--- config.mk ---
export PLATFORM = sky130hd
export DESIGN_NAME = eadp_port
export DESIGN_NICKNAME = d
export VERILOG_FILES = /design/src/eadp_pkg.sv /design/src/eadp_port.sv /design/src/eadp_sync.sv
export SDC_FILE = /design/constraint.sdc
export NUM_CORES = 1
export LEC_CHECK = 0
export BUFFER_PORTS_ARGS = -buffer_cell sky130_fd_sc_hd__buf_2
export CAP_MARGIN = 30
export CORE_MARGIN = 8
export CORE_UTILIZATION = 42
export DETAILED_ROUTE_END_ITERATION = 16
export HOLD_SLACK_MARGIN = 0.06
export RECOVER_POWER = 100
export SLEW_MARGIN = 20
export SYNTH_ARGS = -nofsm -noshare
export SYNTH_HDL_FRONTEND = slang
export SYNTH_HIERARCHICAL = 1
export SYNTH_SLANG_ARGS = --single-unit
--- constraint.sdc ---
create_clock -name CLK -period 1.9 [get_ports CLK]
set_input_delay 0.095 -clock CLK [delete_from_list [all_inputs] [get_ports CLK]]
set_output_delay 0.095 -clock CLK [all_outputs]
set_load 0.01 [all_outputs]
--- src/eadp_pkg.sv ---
`default_nettype none
package eadp_pkg;
  // Time of one received bit at 10 Mb/s, in ns.
  localparam int BIT_TIME_NS = 100;
  localparam int CLK_PERIOD_NS = 100;
  // Byte times after the delimiter beyond which the reject input is ignored.
  localparam int REJECT_WINDOW_BYTES = 64;
  localparam int REJECT_WINDOW_BITS = REJECT_WINDOW_BYTES * 8;
  // Least low time of the reject input, in ns, and in clock cycles rounded up.
  localparam int REJECT_MIN_NS = 200;
  localparam int REJECT_MIN_CYC = (REJECT_MIN_NS + CLK_PERIOD_NS - 1) / CLK_PERIOD_NS;
  localparam logic [1:0] SYNC_RESET_VAL = 2'h0;
  localparam logic [7:0] SHIFT_RESET_VAL = 8'h00;
  localparam logic [7:0] SFD_PATTERN = 8'hAB;
  localparam logic [2:0] BIT_COUNT_LAST = 3'h7;
  typedef enum logic [1:0] {EADP_IDLE, EADP_HUNT, EADP_DATA} eadp_state_t;
endpackage
`default_nettype wire

--- src/eadp_port.sv ---
`default_nettype none
// Summary of operation
// - Port works only while the port select input is set.
// - Decoded receive bits and clock are presented; internal address compare runs alongside.
// - Serial receive clock output toggles only during frame reception.
// - Marker goes high when the two ones ending the delimiter are seen.
// - After the delimiter the marker toggles at each byte boundary.
// - Internal physical or group address match accepts the frame regardless of reject.
// - Failing frames keep being received, leaving time for external rejection.
// - Reject ignored after 64 byte times past delimiter; otherwise frame accepted.
// - Promiscuous mode receives every frame and ignores the reject input.
// - Physical reception off and group filter zero inputs are not read; an internal match still accepts the frame.
// - Port keeps working whenever port select and controller run are set, despite rx/tx disable.
module eadp_port #(
  parameter int WINDOW_BYTES = eadp_pkg::REJECT_WINDOW_BYTES,
  parameter int MIN_LOW_CYC = eadp_pkg::REJECT_MIN_CYC
) (
  input wire logic CLK,
  input wire logic SYS_RST,
  input wire logic EXT_ADDR_PORT_SELECT,
  input wire logic CONTROLLER_RUN,
  input wire logic TX_DISABLE,
  input wire logic RX_DISABLE,
  input wire logic PROMISCUOUS_MODE,
  input wire logic DISABLE_PHYS_ADDR_RX,
  input wire logic LOGICAL_ADDR_FILTER_ZERO,
  input wire logic STATION_ADDR_COMPARE,
  input wire logic RX_FRAME_ACTIVE,
  input wire logic RX_NRZ_CLOCK,
  input wire logic RX_NRZ_DATA,
  input wire logic EXTERNAL_REJECT_N,
  output logic SERIAL_RX_CLOCK_OUT,
  output logic SERIAL_RX_DATA_OUT,
  output logic FRAME_BYTE_MARKER,
  output logic FRAME_REJECT,
  output logic FRAME_ACCEPT,
  output logic PORT_ACTIVE
);
  // ****************************************
  // State
  // ****************************************
  typedef struct packed {
    eadp_pkg::eadp_state_t state;
    logic clk_prev;
    logic [7:0] shift;
    logic [2:0] bit_cnt;
    logic [9:0] bits_after_sfd;
    logic [2:0] low_cnt;
    logic rejected;
    logic matched;
    logic srclk;
    logic srdata;
    logic marker;
    logic reject_out;
    logic accept_out;
    logic active;
  } eadp_port_t;
  eadp_port_t st_reg, st_next;
  logic [3:0] sync_in;
  logic act_s, clk_s, dat_s, rej_n_s;
  logic rise, enable, window_open, reject_usable;

  // ****************************************
  // Parameter checks
  // ****************************************
  // The window counter is ten bits wide and must not wrap.
  if (WINDOW_BYTES < 1 || WINDOW_BYTES * 8 > 1023) begin : g_window_check
    $error("eadp_port: WINDOW_BYTES must lie between 1 and 127");
  end
  // The low counter is three bits wide and saturates at its limit.
  if (MIN_LOW_CYC < 1 || MIN_LOW_CYC > 7) begin : g_low_check
    $error("eadp_port: MIN_LOW_CYC must lie between 1 and 7");
  end

  // ****************************************
  // Functions
  // ****************************************
  // A rejection holds only while nothing overrides it.
  function automatic logic reject_holds(input logic rejected, input logic usable);
    reject_holds = rejected & usable;
  endfunction

  // ****************************************
  // Input synchronisers
  // ****************************************
  // The frame active, clock, data and reject inputs cross two flip-flops before any logic reads them.
  eadp_sync #(.WIDTH(4)) u_sync (
    .clk(CLK),
    .rst(SYS_RST),
    .d({RX_FRAME_ACTIVE, RX_NRZ_CLOCK, RX_NRZ_DATA, EXTERNAL_REJECT_N}),
    .q(sync_in)
  );
  assign {act_s, clk_s, dat_s, rej_n_s} = sync_in;
  assign rise = clk_s & ~st_reg.clk_prev;

  // ****************************************
  // Control terms
  // ****************************************
  // select gating
  assign enable = EXT_ADDR_PORT_SELECT & CONTROLLER_RUN;
  // The window counter stops at its limit, so a long frame never reopens it.
  // reject window
  assign window_open = st_reg.bits_after_sfd < 10'(WINDOW_BYTES * 8);
  assign reject_usable = ~PROMISCUOUS_MODE & ~st_reg.matched;

  // ****************************************
  // Next state
  // ****************************************
  always_comb begin
    st_next = st_reg;
    st_next.clk_prev = clk_s;
    st_next.active = enable;
    st_next.accept_out = 1'b0;
    st_next.reject_out = 1'b0;
    st_next.srclk = enable & act_s & clk_s;
    st_next.srdata = enable & act_s & dat_s;
    if (STATION_ADDR_COMPARE && st_reg.state != eadp_pkg::EADP_IDLE) begin
      st_next.matched = 1'b1;
    end
    case (st_reg.state)
      eadp_pkg::EADP_IDLE: begin
        st_next.marker = 1'b0;
        st_next.shift = eadp_pkg::SHIFT_RESET_VAL;
        st_next.rejected = 1'b0;
        st_next.matched = 1'b0;
        st_next.low_cnt = '0;
        st_next.bits_after_sfd = '0;
        st_next.bit_cnt = '0;
        if (enable && act_s) begin
          st_next.state = eadp_pkg::EADP_HUNT;
        end
      end
      eadp_pkg::EADP_HUNT: begin
        if (rise) begin
          st_next.shift = {st_reg.shift[6:0], dat_s};
          if ({st_reg.shift[6:0], dat_s} == eadp_pkg::SFD_PATTERN) begin
            st_next.marker = 1'b1;
            st_next.state = eadp_pkg::EADP_DATA;
          end
        end
      end
      eadp_pkg::EADP_DATA: begin
        if (rise) begin
          st_next.bit_cnt = st_reg.bit_cnt + 3'h1;
          if (window_open) begin
            st_next.bits_after_sfd = st_reg.bits_after_sfd + 10'h001;
          end
          if (st_reg.bit_cnt == eadp_pkg::BIT_COUNT_LAST) begin
            st_next.marker = ~st_reg.marker;
          end
        end
        if (!rej_n_s && window_open) begin
          if (st_reg.low_cnt != 3'(MIN_LOW_CYC)) begin
            st_next.low_cnt = st_reg.low_cnt + 3'h1;
          end
          if (st_reg.low_cnt == 3'(MIN_LOW_CYC - 1) && reject_usable) begin
            st_next.rejected = 1'b1;
          end
        end else begin
          st_next.low_cnt = '0;
        end
        if (!act_s || !enable) begin
          st_next.reject_out = reject_holds(st_reg.rejected, reject_usable);
          st_next.accept_out = ~reject_holds(st_reg.rejected, reject_usable);
          st_next.marker = 1'b0;
          st_next.state = eadp_pkg::EADP_IDLE;
        end
      end
      default: begin
        st_next.state = eadp_pkg::EADP_IDLE;
      end
    endcase
    if ((!enable || !act_s) && st_reg.state == eadp_pkg::EADP_HUNT) begin
      st_next.state = eadp_pkg::EADP_IDLE;
    end
  end

  // ****************************************
  // Registers
  // ****************************************
  // Reset returns every field to zero, which is also the idle state.
  always_ff @(posedge CLK) begin
    if (SYS_RST) begin
      st_reg <= '0;
      st_reg.state <= eadp_pkg::EADP_IDLE;
    end else begin
      st_reg <= st_next;
    end
  end

  // ****************************************
  // Outputs
  // ****************************************
  // Every output is read straight from a register.
  assign SERIAL_RX_CLOCK_OUT = st_reg.srclk;
  assign SERIAL_RX_DATA_OUT = st_reg.srdata;
  assign FRAME_BYTE_MARKER = st_reg.marker;
  assign FRAME_REJECT = st_reg.reject_out;
  assign FRAME_ACCEPT = st_reg.accept_out;
  assign PORT_ACTIVE = st_reg.active;
endmodule
`default_nettype wire

--- src/eadp_sync.sv ---
`default_nettype none
module eadp_sync #(
  parameter int WIDTH = 1
) (
  input wire logic clk,
  input wire logic rst,
  input wire logic [WIDTH-1:0] d,
  output logic [WIDTH-1:0] q
);
  typedef struct packed {
    logic [WIDTH-1:0] s1;
    logic [WIDTH-1:0] s2;
  } eadp_sync_t;
  eadp_sync_t st_reg, st_next;
  if (WIDTH < 1) begin : g_width_check
    $error("eadp_sync: WIDTH must be at least 1");
  end
  always_comb begin
    st_next = st_reg;
    st_next.s1 = d;
    st_next.s2 = st_reg.s1;
  end
  always_ff @(posedge clk) begin
    if (rst) begin
      st_reg <= '0;
    end else begin
      st_reg <= st_next;
    end
  end
  assign q = st_reg.s2;
endmodule
`default_nettype wire
==> metrics.log, run 1 <==
[metrics] number of clock buffers inserted by TritonCTS: 5
[metrics] Total Routed Length: between 3 and 4 mm
[metrics] clock-pin slew on the worst setup and hold paths: roughly 0.07 ns
[metrics] number of antenna violations at the first check in global routing: 0
[metrics] clock sink count: between 40 and 50
[metrics] Antenna diodes: 0
[metrics] Crit Reg-Reg Startpoint: st_reg[34]
[metrics] TritonRoute pass-1 iters: 4
[metrics] total congestion overflow after global routing: 0
[metrics] drt first-iter violations: 36
[metrics] area of the multi-input gates: a little over 900 um^2
[metrics] maximum operating frequency: around 0.6 GHz
[metrics] number of unique standard cell types used by synthesis: 43
[metrics] Least-Margin Pin Slew: 0.570 ns
[metrics] Synthesized Nets: approximately 220
[metrics] area growth from synthesis to layout: 13.2%
[metrics] start-to-end type of the worst setup path: register to register
[metrics] worst hold start: PROMISCUOUS_MODE
[metrics] worst clock skew: a little over 0.006 ns
[metrics] final worst hold slack: about 0.076 ns
[metrics] total half-perimeter wirelength after legalization and detailed placement: roughly 2.4 mm
[metrics] antenna violation net count after detailed routing: 0
[metrics] worst reg-to-reg path cell count: 5
[metrics] largest fanout of any net on the critical path: 7
[metrics] maximum number of pins on one net before global-route repair: 33
[metrics] post-synthesis sequential area ratio: 45.9%
[metrics] Clk pwr share: 36.2%
[metrics] number of maximum-capacitance violations: 0
[metrics] met3 routed wirelength: ~120 um
[metrics] post-DR vias/cell: between 5 and 6
[metrics] DRC violations left: 0
[metrics] post-cts repair resize count: 0
[metrics] routability congestion estimate from global placement: about 0.76
[metrics] total setup buffers inserted after CTS: 0
[metrics] setup TNS after final layout: 0 ns
[metrics] number of global-route vias before repair: between 1000 and 1500
[metrics] Warnings, synthesis: 6
[metrics] final hold viol count: 0
[metrics] nature of the critical path endpoint: register
[metrics] area of the core: roughly 4300 um^2
[metrics] maximum count of clock buffers along a single path: 2
[metrics] initial cell density of the core: between 40% and 50%
[metrics] row count: 24
[metrics] cell type of the slowest stage on the worst timing path: sky130_fd_sc_hd__dfxtp_1
[metrics] cell count along the critical path: 5
[metrics] final net count: 249
[metrics] power per cell area: ~730 nW/um^2
[metrics] average size of a mapped cell: approximately 9.2 um^2
[metrics] CTS tree: built
[metrics] M1 WL: between 1.5 and 2 mm
[metrics] cell-by-cell trace of the critical path: ha_1 -> and4bb_1 -> o21ai_4 -> or3_1 -> a21oi_1
[metrics] Net Sw Frac: 20.9%
[metrics] number of top-level pins: 20
[metrics] Buf/Inv on CP: 0
[metrics] Slowest Stage Delay on Critical Path: approximately 0.42 ns
[metrics] Setup-failing EPs final: 0
[metrics] sum of internal, switching and leakage power: approximately 1.5 mW
[metrics] horizontal die dimension: between 80 and 90 um
[metrics] port buffer count: 15
[metrics] final cycle utilization of the critical path: approximately nine tenths
[metrics] Root Buffer: sky130_fd_sc_hd__clkbuf_8
[metrics] max FFs per register: 28
[metrics] required time worst endpoint: approximately 2.1 ns
[metrics] post-synth design cell area: ~1800 um^2
[metrics] DIE AREA: 6730 um^2
[metrics] final-report max-slew violation count: 0
[metrics] highest routed layer: met4
[metrics] leakage power figure: around 0.78 nW
[metrics] register area: between 800 and 900 um^2
[metrics] Routed wire per std cell: 12.3 um
[metrics] Period minus WS final: around 1.7 ns
[metrics] RR Endpoint: st_reg[19]
[metrics] switching component of the power: between 300 and 400 uW
[metrics] total global-route track usage: 11.3%
[metrics] Hold/Removal Path Class: input pin to register
[metrics] first-pass GRT wire length: approximately 6.0 mm
[metrics] data arrival time at the worst-slack endpoint: between 1.5 and 2 ns
[metrics] kind of cell with the highest combined delay on the critical path: simple AND/OR/NAND/NOR gates
[metrics] Worst Hold Path EP: FRAME_REJECT
[metrics] share of cells above drive strength 1: 10.3%
[metrics] internal power of the cells: roughly 1.2 mW
[metrics] worst ir drop on vdd: ~0.58 mV
[metrics] register-to-register setup slack: between 0.2 and 0.25 ns
[metrics] htree depth: 2
[metrics] sequential fraction of design power: about three fifths
[metrics] height of the chip: slightly above 80 um
[metrics] type of element launching the critical path: register
[metrics] unrepaired setup endpoints after global routing: false
[metrics] met2 routed wirelength: 1.53 mm
[metrics] Clock Latency Late Sink: between 0.2 and 0.3 ns
[metrics] Comb power frac: 5.0%
[metrics] Slew headroom: between 60% and 70%
[metrics] post-synthesis cell count: 200
[metrics] worst hold path depth: 4
[metrics] vias after detailed routing: about 1400
[metrics] status: finished clean
[metrics] count of fill cells added during filler insertion: about 430
[metrics] synthesis-stage register bit count: 42
[Yosys cell counts (all sizes together)]
cell / count / share of area [%]
dfxtp: 42 / 46
nor2: 21 / 4.3
a21oi: 18 / 4.9
nand2: 16 / 3.3
nand3: 16 / 4.4
nor2b: 11 / 3.8
ha: 10 / 6.8
inv: 7 / 1.4
xor2: 6 / 2.9
nor3: 5 / 1.4
buf: 4 / 1.9
o21ai: 4 / 1.7
clkbuf: 3 / 0.61
o211ai: 3 / 1.2
a31o: 2 / 0.96
and2: 2 / 0.68
and2b: 2 / 0.82
and4: 2 / 0.96
and4bb: 2 / 1.4
nand3b: 2 / 0.82
nor4: 2 / 0.68
o2111ai: 2 / 0.96
or2: 2 / 0.68
a2111oi: 1 / 0.82
a211o: 1 / 0.48
a211oi: 1 / 0.41
a21boi: 1 / 0.41
a32o: 1 / 0.55
and3: 1 / 0.34
and4b: 1 / 0.55
mux2i: 1 / 0.55
nand2b: 1 / 0.34
nand4: 1 / 0.34
nor3b: 1 / 0.41
nor4b: 1 / 0.48
o2111a: 1 / 0.61
o21a: 1 / 0.41
o21ba: 1 / 0.55
or3: 1 / 0.34
[worst reg2reg max path: stages, from the launching register on]
cell and delay, ns:
sky130_fd_sc_hd__dfxtp_1 0.42, sky130_fd_sc_hd__ha_1 0.21, sky130_fd_sc_hd__and4bb_1 0.39, sky130_fd_sc_hd__o21ai_4 0.09
sky130_fd_sc_hd__or3_1 0.34, sky130_fd_sc_hd__a21oi_1 0.17
[metrics by stage]
step	utilization, %	cells	cell area (um^2)	worst slack, ns
final	48.6	276	2070	0.206
after global routing	48.6	276	2070	0.0445
after CTS	49.2	276	2100	0.156
after detailed placement	45.9	264	1960	0.183
after global placement	45.9	264	1960	0.252
after floorplan	-	200	1830	0.328
[power by group through the flow]
stage | sequential (mW) | clock [mW] | combinational, mW
after CTS | 0.896 | 0.579 | 0.0797
after global routing | 0.898 | 0.613 | 0.0844
after global placement | 0.917 | 0 | 0.0696
after detailed placement | 0.917 | 0 | 0.0703
after floorplan | 0.916 | 0 | 0.0450
final | 0.896 | 0.550 | 0.0755
[per-layer routing]
layer  GRT usage (%)  up-vias
li1                -      744
met4            4.74        0
met3            3.50        2
met1            13.8      666
met2            18.2       20
met5               0        -
[worst max-delay path by stage]
stage | slack, ns | end | from
floorplan | 0.33 | st_reg[15] | st_reg[33]
finish | 0.21 | st_reg[19] | st_reg[34]
global placement | 0.25 | st_reg[19] | st_reg[34]
global route | 0.04 | st_reg[19] | st_reg[34]
CTS | 0.16 | st_reg[19] | st_reg[34]
detailed placement | 0.18 | st_reg[19] | st_reg[34]
[cells by family (layout without fill, tap and decap cells)]
family	count (synthesis)	count (layout)	synth area share [%]
buf+inv	14	38	3.96
mux	1	1	0.546
fa+ha+maj	10	10	6.83
flops	42	42	45.9
compound gates	37	37	14.0
simple gates	90	90	25.9
xor+xnor	6	6	2.87
[cell usage in the layout (no fill, tap or decap), types with 2 or more instances in the layout]
| master | instances |
|---|---|
| sky130_fd_sc_hd__and2b_1 | 2 |
| sky130_fd_sc_hd__buf_2 | 8 |
| sky130_fd_sc_hd__nand3_1 | 16 |
| sky130_fd_sc_hd__o211ai_1 | 3 |
| sky130_fd_sc_hd__clkbuf_8 | 6 |
| sky130_fd_sc_hd__nand2_1 | 16 |
| sky130_fd_sc_hd__dfxtp_1 | 42 |
| sky130_fd_sc_hd__xor2_1 | 6 |
| sky130_fd_sc_hd__dlygate4sd3_1 | 6 |
| sky130_fd_sc_hd__or2_2 | 2 |
| sky130_fd_sc_hd__nor2_1 | 21 |
| sky130_fd_sc_hd__and2_1 | 2 |
| sky130_fd_sc_hd__clkbuf_1 | 9 |
| sky130_fd_sc_hd__a31o_2 | 2 |
| sky130_fd_sc_hd__inv_1 | 7 |
| sky130_fd_sc_hd__ha_1 | 10 |
| sky130_fd_sc_hd__nand3b_1 | 2 |
| sky130_fd_sc_hd__nor3_1 | 5 |
| sky130_fd_sc_hd__nor4_1 | 2 |
| sky130_fd_sc_hd__o2111ai_1 | 2 |
| sky130_fd_sc_hd__nor2b_1 | 11 |
| sky130_fd_sc_hd__a21oi_1 | 18 |
| sky130_fd_sc_hd__and4_1 | 2 |
| sky130_fd_sc_hd__o21ai_0 | 3 |
[final cells by class]
cell class,count,area share (%)
repair buffers,25,7.06
flip-flops and latches,42,40.6
clock buffers,6,3.98
well taps,52,3.14
inverters,7,1.27
multi-input cells,144,44.0
[repair_timing]
item,CTS,global route
setup endpoints to repair,0,0
hold buffers,6,0
endpoints found under the hold margin,5,0
(Power assumes the default switching activity.)
==> run 2: changes to the inputs <==
--- a/config.mk
+++ b/config.mk
@@ -5,13 +5,12 @@
 export SDC_FILE = /design/constraint.sdc
 export NUM_CORES = 1
 export LEC_CHECK = 0
-export BUFFER_PORTS_ARGS = -buffer_cell sky130_fd_sc_hd__buf_2
+export BUFFER_PORTS_ARGS = -buffer_cell sky130_fd_sc_hd__buf_4
 export CAP_MARGIN = 30
 export CORE_MARGIN = 8
 export CORE_UTILIZATION = 42
 export DETAILED_ROUTE_END_ITERATION = 16
 export HOLD_SLACK_MARGIN = 0.06
-export RECOVER_POWER = 100
 export SLEW_MARGIN = 20
 export SYNTH_ARGS = -nofsm -noshare
 export SYNTH_HDL_FRONTEND = slang
==> run 2 against run 1 <==
Non-clock buffer count up 1. Routed wire length grew 2.6%. First-iteration DRC count up 14%. Via count increased by 1.3%. Global-route usage hardly changed. Critical path type unchanged. Largest power group unchanged.
==> metrics.log, run 2 (synthesized netlist as in run 1, its figures left out) <==
[metrics] Hold/Removal Path Class: input pin to register
[metrics] maximum count of clock buffers along a single path: 2
[metrics] htree depth: 2
[metrics] maximum number of pins on one net before global-route repair: 33
[metrics] commonest cells after routing, fill and taps aside: sky130_fd_sc_hd__dfxtp_1 (42), sky130_fd_sc_hd__nor2_1 (21), sky130_fd_sc_hd__a21oi_1 (18), sky130_fd_sc_hd__buf_4 (18)
[metrics] area of the core: ~4300 um^2
[metrics] post-DR vias/cell: 5.20
[metrics] initial cell density of the core: a little over two fifths
[metrics] final hold viol count: 0
[metrics] cell count along the critical path: 5
[metrics] kind of cell with the highest combined delay on the critical path: simple AND/OR/NAND/NOR gates
[metrics] DRC violations left: 0
[metrics] Buf/Inv on CP: 0
[metrics] sum of internal, switching and leakage power: ~1.6 mW
[metrics] power per cell area: 731 nW/um^2
[metrics] number of clock buffers inserted by TritonCTS: 5
[metrics] cell-by-cell trace of the critical path: ha_1 -> and4bb_1 -> o21ai_4 -> or3_1 -> a21oi_1
[metrics] horizontal die dimension: around 80 um
[metrics] status: finished clean
[metrics] total congestion overflow after global routing: 0
[metrics] Slowest Stage Delay on Critical Path: 0.47 ns
[metrics] count of fill cells added during filler insertion: about 420
[metrics] register area: roughly 840 um^2
[metrics] data arrival time at the worst-slack endpoint: between 1.5 and 2 ns
[metrics] total global-route track usage: 11.4%
[metrics] clock sink count: 42
[metrics] DIE AREA: between 6000 and 7000 um^2
[metrics] final core occ: between 50 and 60%
[metrics] setup TNS after final layout: 0 ns
[metrics] max FFs per register: 28
[metrics] Worst Hold Path EP: PORT_ACTIVE
[metrics] worst clock skew: about 0.0032 ns
[metrics] Setup-failing EPs final: 0
[metrics] Least-Margin Pin Slew: roughly 0.4 ns
[metrics] CTS tree: built
[metrics] number of global-route vias before repair: between 1000 and 1500
[metrics] largest fanout of any net on the critical path: 10
[metrics] final-report max-slew violation count: 0
[metrics] drt first-iter violations: 41
[metrics] Cell Count Post-Placement: 263
[metrics] most common library cell in the layout ignoring fill and taps: sky130_fd_sc_hd__dfxtp_1
[metrics] type of element launching the critical path: register
[metrics] Clock Latency Late Sink: 0.29 ns
[metrics] cell type of the slowest stage on the worst timing path: sky130_fd_sc_hd__and4bb_1
[metrics] antenna violation net count after detailed routing: 0
[metrics] Antenna diodes: 0
[metrics] worst reg-to-reg path cell count: 5
[metrics] port buffer count: 15
[metrics] total half-perimeter wirelength after legalization and detailed placement: between 2 and 2.5 mm
[metrics] first-pass GRT wire length: 6.01 mm
[metrics] row count: 24
[metrics] nature of the critical path endpoint: register
[metrics] Root Buffer: sky130_fd_sc_hd__clkbuf_8
[metrics] number of maximum-capacitance violations: 0
[metrics] register-to-register setup slack: around 0.18 ns
[metrics] routability congestion estimate from global placement: between 0.7 and 0.8
[metrics] Crit Reg-Reg Startpoint: st_reg[34]
[metrics] start-to-end type of the worst setup path: register to register
[metrics] height of the chip: ~80 um
[metrics] Routed wire per std cell: approximately 12 um
[metrics] area of the multi-input gates: between 900 and 1000 um^2
[metrics] vias after detailed routing: approximately 1500
[metrics] clock-pin slew on the worst setup and hold paths: ~0.08 ns
[metrics] leakage power figure: ~0.83 nW
[metrics] Period minus WS final: about 1.7 ns
[metrics] worst ir drop on vdd: 0.400 mV
[metrics] required time worst endpoint: between 2 and 2.5 ns
[metrics] final net count: 250
[metrics] maximum operating frequency: approximately 0.58 GHz
[metrics] number of antenna violations at the first check in global routing: 0
[metrics] final cycle utilization of the critical path: roughly 91%
[metrics] final cell count without fillers: about 280
[metrics] RR Endpoint: st_reg[19]
[metrics] number of top-level pins: 20
[metrics] area growth from synthesis to layout: 17.8%
[metrics] Slew headroom: ~73%
[metrics] Total Routed Length: 3.48 mm
[metrics] worst hold start: SYS_RST
[metrics] unrepaired setup endpoints after global routing: false
[metrics] TritonRoute pass-1 iters: 4
[metrics] share of cells above drive strength 1: approximately 15%
[metrics] worst hold path depth: 2
[run 2: cell types whose count changed in the layout (fill, tap and decap cells not counted)]
| cell | before | now |
|---|---|---|
| sky130_fd_sc_hd__clkinv_2 | 0 | 1 |
| sky130_fd_sc_hd__clkbuf_1 | 9 | 1 |
| sky130_fd_sc_hd__buf_4 | 1 | 18 |
| sky130_fd_sc_hd__a2111oi_0 | 1 | 0 |
| sky130_fd_sc_hd__clkbuf_2 | 1 | 0 |
| sky130_fd_sc_hd__dlygate4sd3_1 | 6 | 8 |
| sky130_fd_sc_hd__a2111oi_2 | 0 | 1 |
| sky130_fd_sc_hd__buf_2 | 8 | 0 |
[run 2: worst register-to-register path, stage by stage, from the launching register on]
cell and delay (ns):
sky130_fd_sc_hd__dfxtp_1 0.42, sky130_fd_sc_hd__ha_1 0.21, sky130_fd_sc_hd__and4bb_1 0.47, sky130_fd_sc_hd__o21ai_4 0.09
sky130_fd_sc_hd__or3_1 0.35, sky130_fd_sc_hd__a21oi_1 0.13
[run 2: report_power, final]
part	total (mW)	switching, mW	internal (mW)
Clock	0.593	0.300	0.293
Combinational	0.0879	0.0444	0.0435
Sequential	0.896	0.00552	0.890
Total	1.58	0.350	1.23
[run 2: layout make-up]
type	count	area share, %
clock inverters	1	0.232
inverters	7	1.22
repair buffers	26	9.98
clock buffers	7	4.00
well taps	52	3.02
flip-flops and latches	42	39.0
multi-input cells	144	42.6
[run 2: how the worst max path moves through the flow]
stage                             to  slack, ns        from
final                     st_reg[19]       0.18  st_reg[34]
after detailed placement  st_reg[19]       0.19  st_reg[34]
after floorplan           st_reg[15]       0.33  st_reg[33]
after global routing      st_reg[19]       0.09  st_reg[33]
after global placement    st_reg[19]       0.22  st_reg[34]
after CTS                 st_reg[19]       0.17  st_reg[34]
[run 2: per-layer routing]
metal | global-route usage, % | vias to the layer above | share of wire [%]
li1 | - | 750 | -
met5 | 0 | - | 0
met2 | 18.3 | 25 | 45
met3 | 4.27 | 6 | 5.1
met1 | 13.3 | 670 | 48
met4 | 4.74 | 0 | 1.6
[run 2: per-stage QoR]
stage / worst slack (ns) / area, um^2 / hold slack [ns]
detailed placement: 0.194 / 1990 / 0.310
floorplan: 0.328 / 1830 / 0.167
finish: 0.180 / 2160 / 0.183
CTS: 0.175 / 2160 / 0.175
global route: 0.0880 / 2160 / 0.184
global placement: 0.218 / 1990 / 0.307
[run 2: what timing repair did]
| action | CTS | global route |
|---|---|---|
| endpoints found under the setup margin | 0 | 0 |
| resized for setup | 0 | 0 |
| buffers inserted | 0 | 0 |
| hold buffers | 8 | 0 |
| hold endpoints to repair | 7 | 0 |
==> run 3: changes to the inputs <==
--- a/config.mk
+++ b/config.mk
@@ -11,6 +11,7 @@
 export CORE_UTILIZATION = 42
 export DETAILED_ROUTE_END_ITERATION = 16
 export HOLD_SLACK_MARGIN = 0.06
+export PLACE_DENSITY = 0.7
 export SLEW_MARGIN = 20
 export SYNTH_ARGS = -nofsm -noshare
 export SYNTH_HDL_FRONTEND = slang
==> constraint.sdc (replaced) <==
create_clock -name CLK -period 2 [get_ports CLK]
set_input_delay 0.1 -clock CLK [delete_from_list [all_inputs] [get_ports CLK]]
set_output_delay 0.1 -clock CLK [all_outputs]
set_load 0.01 [all_outputs]
==> run 3 against run 2 <==
Setup slack better by 0.056 ns. Global-route usage down 0.075 points. Final cell count fell by 1.1%. Combinational power shrank 9.4%. Sequential cell count unchanged. Count of clock-buffer cells in the layout decreased by 1. Sequential share of layout area down 0.42 points. Utilization increased by 0.56 points. Critical endpoint unchanged. Largest cell class unchanged. Highest routed layer unchanged.
==> metrics.log, run 3 (synthesized netlist as in run 1, its figures left out) <==
[metrics] Worst Hold Path EP: FRAME_REJECT
[metrics] post-DR vias/cell: 5.17
[metrics] row count: 24
[metrics] maximum count of clock buffers along a single path: 2
[metrics] number of maximum-capacitance violations: 0
[metrics] Buf/Inv on CP: 1
[metrics] Routed wire per std cell: between 10 and 15 um
[metrics] nature of the critical path endpoint: register
[metrics] Slew headroom: between 70% and 80%
[metrics] number of antenna violations at the first check in global routing: 0
[metrics] register-to-register setup slack: approximately 0.24 ns
[metrics] maximum operating frequency: 0.567 GHz
[metrics] height of the chip: between 80 and 90 um
[metrics] Antenna diodes: 0
[metrics] total half-perimeter wirelength after legalization and detailed placement: about 2.4 mm
[metrics] area of the core: approximately 4300 um^2
[metrics] leakage power figure: ~0.84 nW
[metrics] power per cell area: 801 nW/um^2
[metrics] data arrival time at the worst-slack endpoint: about 2 ns
[metrics] final-report max-slew violation count: 0
[metrics] Root Buffer: sky130_fd_sc_hd__clkbuf_8
[metrics] Period minus WS final: 1.76 ns
[metrics] unrepaired setup endpoints after global routing: false
[metrics] CTS tree: built
[metrics] Total Routed Length: 3.45 mm
[metrics] area growth from synthesis to layout: 19.1%
[metrics] commonest cells after routing, fill and taps aside: sky130_fd_sc_hd__dfxtp_1 (42), sky130_fd_sc_hd__nor2_1 (21), sky130_fd_sc_hd__a21oi_1 (18)
[metrics] required time worst endpoint: roughly 2.2 ns
[metrics] worst ir drop on vdd: between 0.4 and 0.5 mV
[metrics] worst clock skew: approximately 0.0074 ns
[metrics] routability congestion estimate from global placement: 0.768
[metrics] Least-Margin Pin Slew: roughly 0.38 ns
[metrics] sum of internal, switching and leakage power: ~1.7 mW
[metrics] clock-pin slew on the worst setup and hold paths: around 0.08 ns
[metrics] Clock Latency Late Sink: just under 0.3 ns
[metrics] status: finished clean
[metrics] total global-route track usage: about 11%
[metrics] Post-CTS Hold Buffers: 6
[metrics] worst reg-to-reg path cell count: 6
[metrics] post-cts repair resize count: 0
[metrics] setup TNS after final layout: 0 ns
[metrics] number of global-route vias before repair: 1398
[metrics] type of element launching the critical path: register
[metrics] worst hold start: PROMISCUOUS_MODE
[metrics] cell type of the slowest stage on the worst timing path: sky130_fd_sc_hd__dfxtp_1
[metrics] DIE AREA: 6730 um^2
[metrics] worst hold path depth: 4
[metrics] total congestion overflow after global routing: 0
[metrics] largest fanout of any net on the critical path: 8
[metrics] Hold/Removal Path Class: input pin to register
[metrics] Crit Reg-Reg Startpoint: st_reg[33]
[metrics] clock sink count: 42
[metrics] vias after detailed routing: between 1000 and 1500
[metrics] Setup-failing EPs final: 0
[metrics] Slowest Stage Delay on Critical Path: just over 0.4 ns
[metrics] horizontal die dimension: around 82 um
[metrics] TritonRoute pass-1 iters: 4
[metrics] port buffer count: 15
[metrics] maximum number of pins on one net before global-route repair: 33
[metrics] final hold viol count: 0
[metrics] final net count: about 250
[metrics] initial cell density of the core: 43.0%
[metrics] DRC violations left: 0
[metrics] number of top-level pins: 20
[metrics] number of clock buffers inserted by TritonCTS: 5
[metrics] drt first-iter violations: between 100 and 150
[metrics] most common library cell in the layout ignoring fill and taps: sky130_fd_sc_hd__dfxtp_1
[metrics] start-to-end type of the worst setup path: register to register
[metrics] RR Endpoint: st_reg[19]
[metrics] htree depth: 2
[metrics] first-pass GRT wire length: about 6 mm
[metrics] max FFs per register: 28
[metrics] share of cells above drive strength 1: 14.7%
[metrics] total setup buffers inserted after CTS: 0
[metrics] final cycle utilization of the critical path: 88.2%
[metrics] kind of cell with the highest combined delay on the critical path: simple AND/OR/NAND/NOR gates
[metrics] cell-by-cell trace of the critical path: inv_1 -> ha_1 -> and2b_1 -> o21ai_4 -> or3_1 -> a21oi_1
[metrics] antenna violation net count after detailed routing: 0
run 3: cell types whose count changed in the layout (fill, tap and decap cells not counted), sizes merged:
| cell | delta |
|---|---|
| clkinv | -1 |
| dlygate4sd3 | -2 |
| buf | -1 |
| clkbuf | -1 |
| bufinv | +2 |
run 3: layout make-up:
cell class | count | area [um^2]
Timing Repair Buffer | 23 | 188
Clock buffer | 6 | 82.6
Sequential cell | 42 | 841
Clock inverter | 2 | 60.1
Tap cell | 52 | 65.1
Fill cell | 415 | 2080
Inverter | 7 | 26.3
Multi-Input combinational cell | 144 | 918
run 3: per-layer routing:
metal | GRT usage [%] | vias to the layer above | wire length, um
met5 | 0 | - | 0
met4 | 4.74 | 0 | 42
met3 | 3.39 | 4 | 133
met2 | 19.0 | 19 | 1660
met1 | 13.0 | 658 | 1610
li1 | - | 746 | -
run 3: power by group:
part / internal, mW / switching (mW)
registers: 0.846 / 0.00507
clock network: 0.532 / 0.283
logic: 0.0374 / 0.0422
run 3: worst reg2reg max path: stages (launching register included):
cell                      delay [ns]
sky130_fd_sc_hd__dfxtp_1        0.41
sky130_fd_sc_hd__inv_1          0.08
sky130_fd_sc_hd__ha_1           0.22
sky130_fd_sc_hd__and2b_1        0.37
sky130_fd_sc_hd__o21ai_4        0.11
sky130_fd_sc_hd__or3_1          0.35
sky130_fd_sc_hd__a21oi_1        0.14
run 3: metrics by stage:
| stage | setup WS [ns] | std cells | utilization (%) | hold WS, ns | cell area (um^2) |
|---|---|---|---|---|---|
| floorplan | 0.428 | 200 | - | 0.172 | 1830 |
| global placement | 0.298 | 262 | 46.4 | 0.312 | 1980 |
| detailed placement | 0.266 | 262 | 46.4 | 0.318 | 1980 |
| CTS | 0.235 | 276 | 51.1 | 0.0767 | 2180 |
| global route | 0.0866 | 276 | 51.1 | 0.0818 | 2180 |
| finish | 0.235 | 276 | 51.1 | 0.0786 | 2180 |
run 3: worst max path at each step:
| stage | endpoint | cells after the start | start |
|---|---|---|---|
| after global placement | st_reg[19] | 6 | st_reg[33] |
| final | st_reg[19] | 6 | st_reg[33] |
| after CTS | st_reg[19] | 6 | st_reg[33] |
| after global routing | st_reg[19] | 6 | st_reg[33] |
| after detailed placement | st_reg[19] | 6 | st_reg[33] |
| after floorplan | st_reg[15] | 8 | st_reg[33] |
